File: src/logic/ias_regs.svh
// register map, field positions, reset values and fixed numbers
// of the serial audio port; included by the port, the codec, the checker and the bench
`ifndef IAS_REGS_SVH
`define IAS_REGS_SVH

`define IAS_ADR_CFG       6'h00
`define IAS_ADR_STAT      6'h01
`define IAS_ADR_DATL      6'h02
`define IAS_ADR_DATH      6'h03
`define IAS_ADR_CLKDIV    6'h04
`define IAS_ADR_WORDS     6'h05
`define IAS_ADR_SYSIRQ    6'h06

`define IAS_CFG_EN        3'h0
`define IAS_CFG_MASTER    3'h1
`define IAS_CFG_TX_SINGLE_CHANNEL    3'h2
`define IAS_CFG_RXMONO    3'h3
`define IAS_CFG_RXIE      3'h4
`define IAS_CFG_TXIE      3'h5
`define IAS_CFG_EXPAND    3'h6
`define IAS_CFG_COMPRESS  3'h7

`define IAS_STAT_RXC      3'h0
`define IAS_STAT_TXC      3'h1
`define IAS_STAT_UNF      3'h2
`define IAS_STAT_OVF      3'h3
`define IAS_STAT_TX_CHANNEL_SIDE_FLAG     3'h4
`define IAS_STAT_RXLR     3'h5

`define IAS_SYS_RXF       2'h0
`define IAS_SYS_TXF       2'h1
`define IAS_SYS_RXE       2'h2
`define IAS_SYS_TXE       2'h3

`define IAS_CLKDIV_RST    8'h04
`define IAS_WORDS_RST     5'h0F
`define IAS_DATA_BITS     5'h10

`define IAS_DMA_RX_NUM    5'h1B
`define IAS_DMA_TX_NUM    5'h1C

`define IAS_LAW_BIAS      16'h0084
`define IAS_LAW_CLIP      16'h7F7B

`endif

File: src/logic/ias_pkg.sv
// types of the serial audio port: bus carriers, pin carriers, state
// assumes ias_regs.svh is on the include path
package ias_pkg;

  typedef struct packed {
    logic        cyc;
    logic        stb;
    logic        we;
    logic [7:0]  adr;
    logic [3:0]  sel;
    logic [31:0] dat;
  } ias_wb_req_t;

  typedef struct packed {
    logic        ack;
    logic [31:0] dat;
  } ias_wb_rsp_t;

  typedef struct packed {
    logic sck;
    logic ws;
    logic sd;
  } ias_pin_in_t;

  typedef struct packed {
    logic sck;
    logic sck_oe;
    logic ws;
    logic ws_oe;
    logic sd;
  } ias_pin_out_t;

  typedef struct packed {
    logic        ack;
    logic [7:0]  rdata;
    logic [7:0]  cfg;
    logic        rxc;
    logic        txc;
    logic        unf;
    logic        ovf;
    logic        tx_channel_side_flag;
    logic        rxlr;
    logic [3:0]  sys;
    logic [7:0]  clkdiv;
    logic [4:0]  words;
    logic [7:0]  dat_lo;
    logic [15:0] tx_hold;
    logic        hold_full;
    logic [15:0] tx_buf;
    logic        tx_buf_full;
    logic [15:0] tx_sh;
    logic        sd_out;
    logic [15:0] rx_sh;
    logic [4:0]  rx_cnt;
    logic [15:0] rx_buf;
    logic        rx_buf_full;
    logic        rx_buf_side;
    logic [15:0] rx_dat;
    logic        rx_dat_valid;
    logic [2:0]  s1;
    logic [2:0]  s2;
    logic        sck_prev;
    logic        ws_prev;
    logic [7:0]  mdiv;
    logic        msck;
    logic        mws;
    logic [4:0]  mbit;
    logic        rx_dma;
    logic        tx_dma;
  } ias_state_t;

endpackage

File: src/logic/ias_audio_port.sv
// serial digital-audio port with a classic Wishbone register slave
// assumes pins from another domain; link clock is sampled by clk_i
//
// The Wishbone register port and the address map were decided locally.
`timescale 1ns/1ns
`include "ias_regs.svh"

module ias_audio_port (
  input  wire logic            clk_i,
  input  wire logic            rst_i,
  input  wire logic            ce_i,
  input  ias_pkg::ias_wb_req_t wb_i,
  output ias_pkg::ias_wb_rsp_t wb_o,
  input  ias_pkg::ias_pin_in_t pin_i,
  output ias_pkg::ias_pin_out_t pin_o,
  output logic                 rx_irq_o,
  output logic                 tx_irq_o,
  output logic                 shared_irq_o,
  output logic [31:0]          dma_trig_o
);
  import ias_pkg::*;

  ias_state_t  s_reg;
  ias_state_t  s_next;
  logic [15:0] law_lin;
  logic [7:0]  law_code;
  logic [15:0] law_exp;
  logic        en;
  logic        master;
  logic        sck_lvl;
  logic        ws_lvl;
  logic        rise;
  logic        fall;
  logic        acc;
  logic        wr;
  logic        rd;
  logic [5:0]  idx;
  logic [7:0]  wd;
  logic [7:0]  rmux;
  logic [15:0] word;
  logic [4:0]  mbit_nx;

  // compressor sees the rx word in service, the written pair otherwise
  assign law_lin = en ? s_reg.rx_buf : {wb_i.dat[7:0], s_reg.dat_lo};

  ias_ulaw u_law (
    .lin_i  (law_lin),
    .code_i (wb_i.dat[7:0]),
    .code_o (law_code),
    .lin_o  (law_exp)
  );

  assign en     = s_reg.cfg[`IAS_CFG_EN];
  assign master = s_reg.cfg[`IAS_CFG_MASTER];
  assign idx    = wb_i.adr[7:2];
  assign wd     = wb_i.dat[7:0];

  always_comb begin
    unique case (idx)
      `IAS_ADR_CFG:    rmux = s_reg.cfg;
      `IAS_ADR_STAT:   rmux = {2'h0, s_reg.rxlr, s_reg.tx_channel_side_flag, s_reg.ovf,
                               s_reg.unf, s_reg.txc, s_reg.rxc};
      `IAS_ADR_DATL:   rmux = s_reg.rx_dat[7:0];
      `IAS_ADR_DATH:   rmux = s_reg.rx_dat[15:8];
      `IAS_ADR_CLKDIV: rmux = s_reg.clkdiv;
      `IAS_ADR_WORDS:  rmux = {3'h0, s_reg.words};
      `IAS_ADR_SYSIRQ: rmux = {4'h0, s_reg.sys};
      default:         rmux = 8'h00;
    endcase
  end

  always_comb begin
    s_next  = s_reg;
    sck_lvl = 1'b0;
    ws_lvl  = 1'b0;
    rise    = 1'b0;
    fall    = 1'b0;
    acc     = 1'b0;
    wr      = 1'b0;
    rd      = 1'b0;
    word    = 16'h0000;
    mbit_nx = 5'h00;
    if (ce_i) begin
      s_next.ack    = 1'b0;
      s_next.rx_dma = 1'b0;
      s_next.tx_dma = 1'b0;

      // two-stage synchronisers for clock, word select and data in
      s_next.s1 = {pin_i.sck, pin_i.ws, pin_i.sd};
      s_next.s2 = s_reg.s1;

      // register slave: one wait state, unmapped reads give zero
      acc = wb_i.cyc & wb_i.stb & ~s_reg.ack;
      wr  = acc & wb_i.we & wb_i.sel[0];
      rd  = acc & ~wb_i.we;
      s_next.ack = acc;
      if (rd) begin
        s_next.rdata = rmux;
      end
      if (wr) begin
        unique case (idx)
          `IAS_ADR_CFG:    s_next.cfg = wd;
          `IAS_ADR_STAT: begin
            s_next.rxc = wd[`IAS_STAT_RXC];
            s_next.txc = wd[`IAS_STAT_TXC];
            s_next.unf = wd[`IAS_STAT_UNF];
            s_next.ovf = wd[`IAS_STAT_OVF];
          end
          `IAS_ADR_DATL:   s_next.dat_lo = wd;
          `IAS_ADR_DATH: begin
            if (en) begin
              s_next.tx_hold = s_reg.cfg[`IAS_CFG_EXPAND] ?
                               law_exp : {wd, s_reg.dat_lo};
              s_next.hold_full = 1'b1;
              s_next.txc = 1'b0;
            end else begin
              // stand-alone codec: result lands in the read pair
              if (s_reg.cfg[`IAS_CFG_EXPAND]) begin
                s_next.rx_dat = law_exp;
              end else if (s_reg.cfg[`IAS_CFG_COMPRESS]) begin
                s_next.rx_dat = {law_code, 8'h00};
              end else begin
                s_next.rx_dat = {wd, s_reg.dat_lo};
              end
            end
          end
          `IAS_ADR_CLKDIV: s_next.clkdiv = wd;
          `IAS_ADR_WORDS:  s_next.words = wd[4:0];
          `IAS_ADR_SYSIRQ: s_next.sys = wd[3:0];
          default: ;
        endcase
      end
      if (rd && idx == `IAS_ADR_DATH) begin
        s_next.rx_dat_valid = 1'b0;
        s_next.rxc = 1'b0;
      end

      // master clock and word select generator
      if (en && master) begin
        if (s_reg.mdiv >= s_reg.clkdiv) begin
          s_next.mdiv = 8'h00;
          s_next.msck = ~s_reg.msck;
          if (s_reg.msck) begin
            mbit_nx = (s_reg.mbit == s_reg.words) ? 5'h00 :
                      5'(s_reg.mbit + 5'h01);
            s_next.mbit = mbit_nx;
            if (mbit_nx == s_reg.words) begin
              s_next.mws = ~s_reg.mws;
            end
          end
        end else begin
          s_next.mdiv = 8'(s_reg.mdiv + 8'h01);
        end
      end else begin
        s_next.mdiv = 8'h00;
        s_next.msck = 1'b0;
        s_next.mbit = 5'h00;
      end

      sck_lvl = master ? s_reg.msck : s_reg.s2[2];
      ws_lvl  = master ? s_reg.mws : s_reg.s2[1];
      s_next.sck_prev = sck_lvl;
      rise = en & sck_lvl & ~s_reg.sck_prev;
      fall = en & ~sck_lvl & s_reg.sck_prev;

      // rx buffer to readable pair; done before new words arrive
      if (en && s_reg.rx_buf_full && !s_reg.rx_dat_valid) begin
        s_next.rx_dat = s_reg.cfg[`IAS_CFG_COMPRESS] ?
                        {law_code, 8'h00} : s_reg.rx_buf;
        s_next.rx_dat_valid = 1'b1;
        s_next.rx_buf_full = 1'b0;
        s_next.rxlr = s_reg.rx_buf_side;
        s_next.rxc = 1'b1;
        s_next.sys[`IAS_SYS_RXF] = 1'b1;
        s_next.rx_dma = 1'b1;
      end

      // tx holding pair to internal buffer
      if (en && !s_reg.tx_buf_full && s_reg.hold_full) begin
        s_next.tx_buf = s_reg.tx_hold;
        s_next.tx_buf_full = 1'b1;
        s_next.hold_full = 1'b0;
        s_next.txc = 1'b1;
        s_next.sys[`IAS_SYS_TXF] = 1'b1;
        s_next.tx_dma = 1'b1;
        if (!s_reg.cfg[`IAS_CFG_TX_SINGLE_CHANNEL]) begin
          s_next.tx_channel_side_flag = ~s_reg.tx_channel_side_flag;
        end
      end

      if (rise) begin
        s_next.ws_prev = ws_lvl;
        // bits past 16 are dropped
        if (s_reg.rx_cnt != `IAS_DATA_BITS) begin
          s_next.rx_sh = {s_reg.rx_sh[14:0], s_reg.s2[0]};
          s_next.rx_cnt = 5'(s_reg.rx_cnt + 5'h01);
        end
        if (ws_lvl != s_reg.ws_prev) begin
          // this bit was the last one of the word on the old channel
          word = 16'(s_next.rx_sh << 5'(`IAS_DATA_BITS - s_next.rx_cnt));
          s_next.rx_cnt = 5'h00;
          if (!(s_reg.cfg[`IAS_CFG_RXMONO] && s_reg.ws_prev)) begin
            if (s_next.rx_buf_full) begin
              s_next.ovf = 1'b1;
            end
            s_next.rx_buf = word;
            s_next.rx_buf_full = 1'b1;
            s_next.rx_buf_side = s_reg.ws_prev;
          end
          // next word: stale contents are resent when empty
          s_next.tx_sh = s_reg.tx_buf;
          if (!s_reg.tx_buf_full) begin
            s_next.unf = 1'b1;
          end else if (!s_reg.cfg[`IAS_CFG_TX_SINGLE_CHANNEL] || ws_lvl) begin
            s_next.tx_buf_full = 1'b0;
          end
        end
      end

      if (fall) begin
        // zero fill pads words longer than 16 bits
        s_next.sd_out = s_reg.tx_sh[15];
        s_next.tx_sh = {s_reg.tx_sh[14:0], 1'b0};
      end

      if (!en) begin
        // track idle word select so enabling gives no false word end
        s_next.ws_prev = ws_lvl;
        s_next.rx_cnt = 5'h00;
        s_next.sd_out = 1'b0;
      end
    end
  end

  always_ff @(posedge clk_i) begin
    if (rst_i) begin
      s_reg        <= '0;
      s_reg.clkdiv <= `IAS_CLKDIV_RST;
      s_reg.words  <= `IAS_WORDS_RST;
    end else begin
      s_reg <= s_next;
    end
  end

  assign wb_o.ack     = s_reg.ack;
  assign wb_o.dat     = {24'h000000, s_reg.rdata};
  assign pin_o.sck    = s_reg.msck;
  assign pin_o.sck_oe = en & master;
  assign pin_o.ws     = s_reg.mws;
  assign pin_o.ws_oe  = en & master;
  assign pin_o.sd     = s_reg.sd_out;

  assign rx_irq_o = s_reg.rxc & s_reg.cfg[`IAS_CFG_RXIE] &
                    s_reg.sys[`IAS_SYS_RXE];
  assign tx_irq_o = s_reg.txc & s_reg.cfg[`IAS_CFG_TXIE] &
                    s_reg.sys[`IAS_SYS_TXE];
  // the handler must poll both the rx and the tx flags behind this line
  assign shared_irq_o = rx_irq_o | tx_irq_o;

  always_comb begin
    dma_trig_o = 32'h00000000;
    dma_trig_o[`IAS_DMA_RX_NUM] = s_reg.rx_dma;
    dma_trig_o[`IAS_DMA_TX_NUM] = s_reg.tx_dma;
  end

endmodule // ias_audio_port

File: src/logic/ias_ulaw.sv
// mu-law compressor (16-bit linear to 8-bit code) and expander
// purely combinational; the port registers whatever it uses
`timescale 1ns/1ns
`include "ias_regs.svh"

module ias_ulaw (
  input  wire logic [15:0] lin_i,
  input  wire logic [7:0]  code_i,
  output logic      [7:0]  code_o,
  output logic      [15:0] lin_o
);

  always_comb begin
    logic        sgn;
    logic [15:0] mag;
    logic [2:0]  ex;
    logic [3:0]  man;
    sgn = lin_i[15];
    mag = sgn ? 16'(~lin_i + 16'h0001) : lin_i;
    ex  = 3'h0;
    // clipping keeps the biased magnitude inside 15 bits
    if (mag > `IAS_LAW_CLIP) begin
      mag = `IAS_LAW_CLIP;
    end
    mag = 16'(mag + `IAS_LAW_BIAS);
    for (int i = 0; i < 8; i++) begin
      if (mag[i + 7]) begin
        ex = 3'(i);
      end
    end
    man    = 4'(mag >> ({1'b0, ex} + 4'h3));
    code_o = ~{sgn, ex, man};
  end

  always_comb begin
    logic [7:0]  u;
    logic [15:0] m;
    u = ~code_i;
    m = 16'((({12'h000, u[3:0]} << 3) + `IAS_LAW_BIAS) << u[6:4]);
    m = 16'(m - `IAS_LAW_BIAS);
    lin_o = u[7] ? 16'(~m + 16'h0001) : m;
  end

endmodule // ias_ulaw

File: config.mk
export PLATFORM = sky130hd
export DESIGN_NAME = ias_audio_port
export DESIGN_NICKNAME = d
export VERILOG_FILES = /design/src/logic/ias_pkg.sv /design/src/logic/ias_audio_port.sv /design/src/logic/ias_ulaw.sv
export VERILOG_INCLUDE_DIRS = /design/src /design/src/logic
export SDC_FILE = /design/constraint.sdc
export NUM_CORES = 1
export LEC_CHECK = 0
export ABC_AREA = 1
export BUFFER_PORTS_ARGS = -buffer_cell sky130_fd_sc_hd__buf_2
export CORE_MARGIN = 3
export CORE_UTILIZATION = 40
export CTS_BUF_LIST = sky130_fd_sc_hd__clkbuf_8
export DETAILED_ROUTE_END_ITERATION = 12
export GPL_TIMING_DRIVEN = 0
export PLACE_DENSITY_LB_ADDON = 0.05
export SLEW_MARGIN = 20
export SYNTH_ARGS = -nofsm -noshare
export SYNTH_HDL_FRONTEND = slang
export SYNTH_HIERARCHICAL = 1
export SYNTH_SLANG_ARGS = --single-unit
File: constraint.sdc
create_clock -name clk_i -period 11.25 [get_ports clk_i]
set_input_delay 0.5625 -clock clk_i [delete_from_list [all_inputs] [get_ports clk_i]]
set_output_delay 0.5625 -clock clk_i [all_outputs]
set_load 0.02 [all_outputs]
==> impl_metrics.tcl <==
set metrics [dict create \
    timing.slew.headroom 0.435 \
    largest_reg_flops 164 \
    syn_to_final_growth_pct 11.4 \
    dr.pass1.iters 5 \
    peakVddDrop_uv 81.4 \
    worstHoldStart "pin_i[2]" \
    track_usage 0.237 \
    dr_wl_met2_mm 17.4 \
    synth_ff_type "dfxtp_1" \
    clk_pin_slew_ns 0.12 \
    synth_area_leaders "dfxtp_1 31%, nand2_1 13%, o21ai_0 9.4%" \
    hold_viol 0 \
    worstPathMaxFanout 10 \
    drc_errors 0 \
    start_kind "flip-flop" \
    regToRegStartpoint "en$_SDFFE_PP0P_" \
    clockBufferDepth 2 \
    worstPathArrival_ns 5.43 \
    dp_hpwl_mm 29.5 \
    drv_slew 0 \
    synth_top_cell_by_area "dfxtp_1" \
    setup_viol 0 \
    final_cell_mix "409 x nand2_1, 218 x o21ai_0, 189 x nor2_1" \
    worst_path_max_delay_cell "dfxtp_1" \
    met1_length_mm 17.1 \
    vias 11849 \
    hold_buffers 0 \
    die-area_mm2 0.0312 \
    h-tree-depth 4 \
    synth_top_area_share 0.309 \
    layout-drive-gt1-share 0.118 \
    met3WireLength_mm 1.88 \
    crit_type "flip-flop to flip-flop" \
    synth_edf_count 0 \
    antennaDiodeCount 0 \
    p_total_uw 1300 \
    initial_utilization 0.412 \
    antenna_found_initial 0 \
    drt-initial-drc-count 990 \
    synth_area_per_cell_um2 6.46 \
    synth_seq_cells 180 \
    worstMarginPinSlew_ns 0.848 \
    insertion_delay_ns 0.49 \
    finalNetCount 1989 \
    layout_commonest_cell "nand2_1" \
    fill_cells 3072 \
    fin_crit_ns 5.10 \
    worstPathRequired_ns 11.59 \
    gp_congestion 0.963 \
    max_cap_viol_count 0 \
    synth_async_sr_flop_share 0 \
    cts_buffers 17 \
    yosysUniqueCellTypes 57 \
    row_count 61 \
    syn_inst 1802 \
    viasPerCell 5.13 \
    port_buffers 42 \
    timing.fmax_mhz 196 \
    grt_pass1_vias 10745 \
    leakage_uw 0.00591 \
    cts_resized 0 \
    outcome "completed" \
    pin_count 126 \
    cp_slowest_stage_delay_ns 0.38 \
    grt_first_pass_wirelength_mm 58.4 \
    power_density_mw_per_mm2 99.9 \
    clock-root-buffer "clkbuf_8" \
    tns_ns 0 \
    place_ws_ns 6.23 \
    chipHeight_um 177 \
    grt_overflow 0 \
    ant_nets 0 \
    coreArea_mm2 0.0282 \
    post_cts_buffers 0 \
    ys_seq_area_frac 0.309 \
    hold_class "primary input to flip-flop" \
    crit_path_end_kind "flip-flop" \
    wl_mm 37.3 \
    period_share 0.453 \
    ys_warn_count 6 \
    cts_tree "done" \
    crit_path_start "en$_SDFFE_PP0P_" \
    path_common_cell "nand2_1" \
    synth_area_mm2 0.0116 \
    fin_hold_ws_ns 0.291 \
    dr.max_layer_used "met4" \
    avgRoutedWirePerCell_um 16.1 \
    grt_max_degree 21 \
    setup_slack_ns 6.15 \
    finClkSkew_ns 0.0269 \
    rsz0062_at_grt "false" \
    cts.sinks 180 \
    chipWidth_um 177 \
]
==> cells in the mapped netlist, drive strengths merged, types with 3 or more instances <==
cell type	instances
inv	175
nor2	205
xor2	21
nand4	15
a32oi	15
o31ai	5
buf	98
nor3b	3
dfxtp	180
a21oi	113
nand3	148
a31oi	15
xnor2	10
o21ai	223
nor3	12
o211ai	14
ha	19
o22ai	7
o221ai	5
clkbuf	52
nand2	428
nand3b	7
a211oi	15
==> final timing paths <==
kind / end / slack (ns) / depth (start not counted)
setup / recovery: s_reg[35]$_SDFFE_PP0P_ / 6.15 / 34
hold / removal: s_reg[24]$_SDFFE_PP0P_ / 0.29 / 3
setup reg to reg: s_reg[35]$_SDFFE_PP0P_ / 6.15 / 34
hold reg to reg: s_reg[80]$_SDFFE_PP0P_ / 0.46 / 2
==> final cells by class <==
cell class	instances	area, um^2	area share
Multi-Input combinational cell	1350	6710	0.517
Tap cell	378	473	0.0365
Sequential cell	180	3600	0.278
Clock inverter	15	208	0.0160
Buffer	150	873	0.0673
Timing Repair Buffer	42	210	0.0162
Clock buffer	17	234	0.0180
Inverter	176	666	0.0513
==> critical path: cells and delay by family, from the launching register on <==
kind / cells / cell delay (ns)
AO/OA/AOI/OAI: 6 / 0.88
adder cells (fa/ha/maj): 2 / 0.53
buffers and inverters: 5 / 0.92
flip-flops: 1 / 0.38
AND/OR/NAND/NOR: 21 / 2.25
==> where the power goes <==
part           internal [uW]  total, uW  switching (uW)
clock                    193        483             289
sequential               640        642            2.34
combinational           53.7        171             117
==> layer usage <==
| metal | track usage | vias to the layer above |
|---|---|---|
| met4 | 0.0645 | 0 |
| met1 | 0.325 | 5454 |
| met2 | 0.393 | 301 |
| met5 | 0 | - |
| met3 | 0.0292 | 42 |
| li1 | - | 6052 |
==> through the flow <==
stage               utilization  std cells  area [um^2]
global route              0.459       2308        13000
finish                    0.459       2308        13000
floorplan                     -       1856        11900
CTS                       0.459       2308        13000
detailed placement        0.444       2276        12500
global placement          0.444       2276        12500
==> logic make-up after synthesis <==
logic type / share of synthesized area
AND/OR/NAND/NOR: 0.307
AO/OA/AOI/OAI: 0.201
buffers and inverters: 0.132
flip-flops: 0.309
XOR/XNOR: 0.0285
adder cells (fa/ha/maj): 0.0204
other: 0.000645
multiplexers: 0.000859
(Power assumes the default switching activity.)
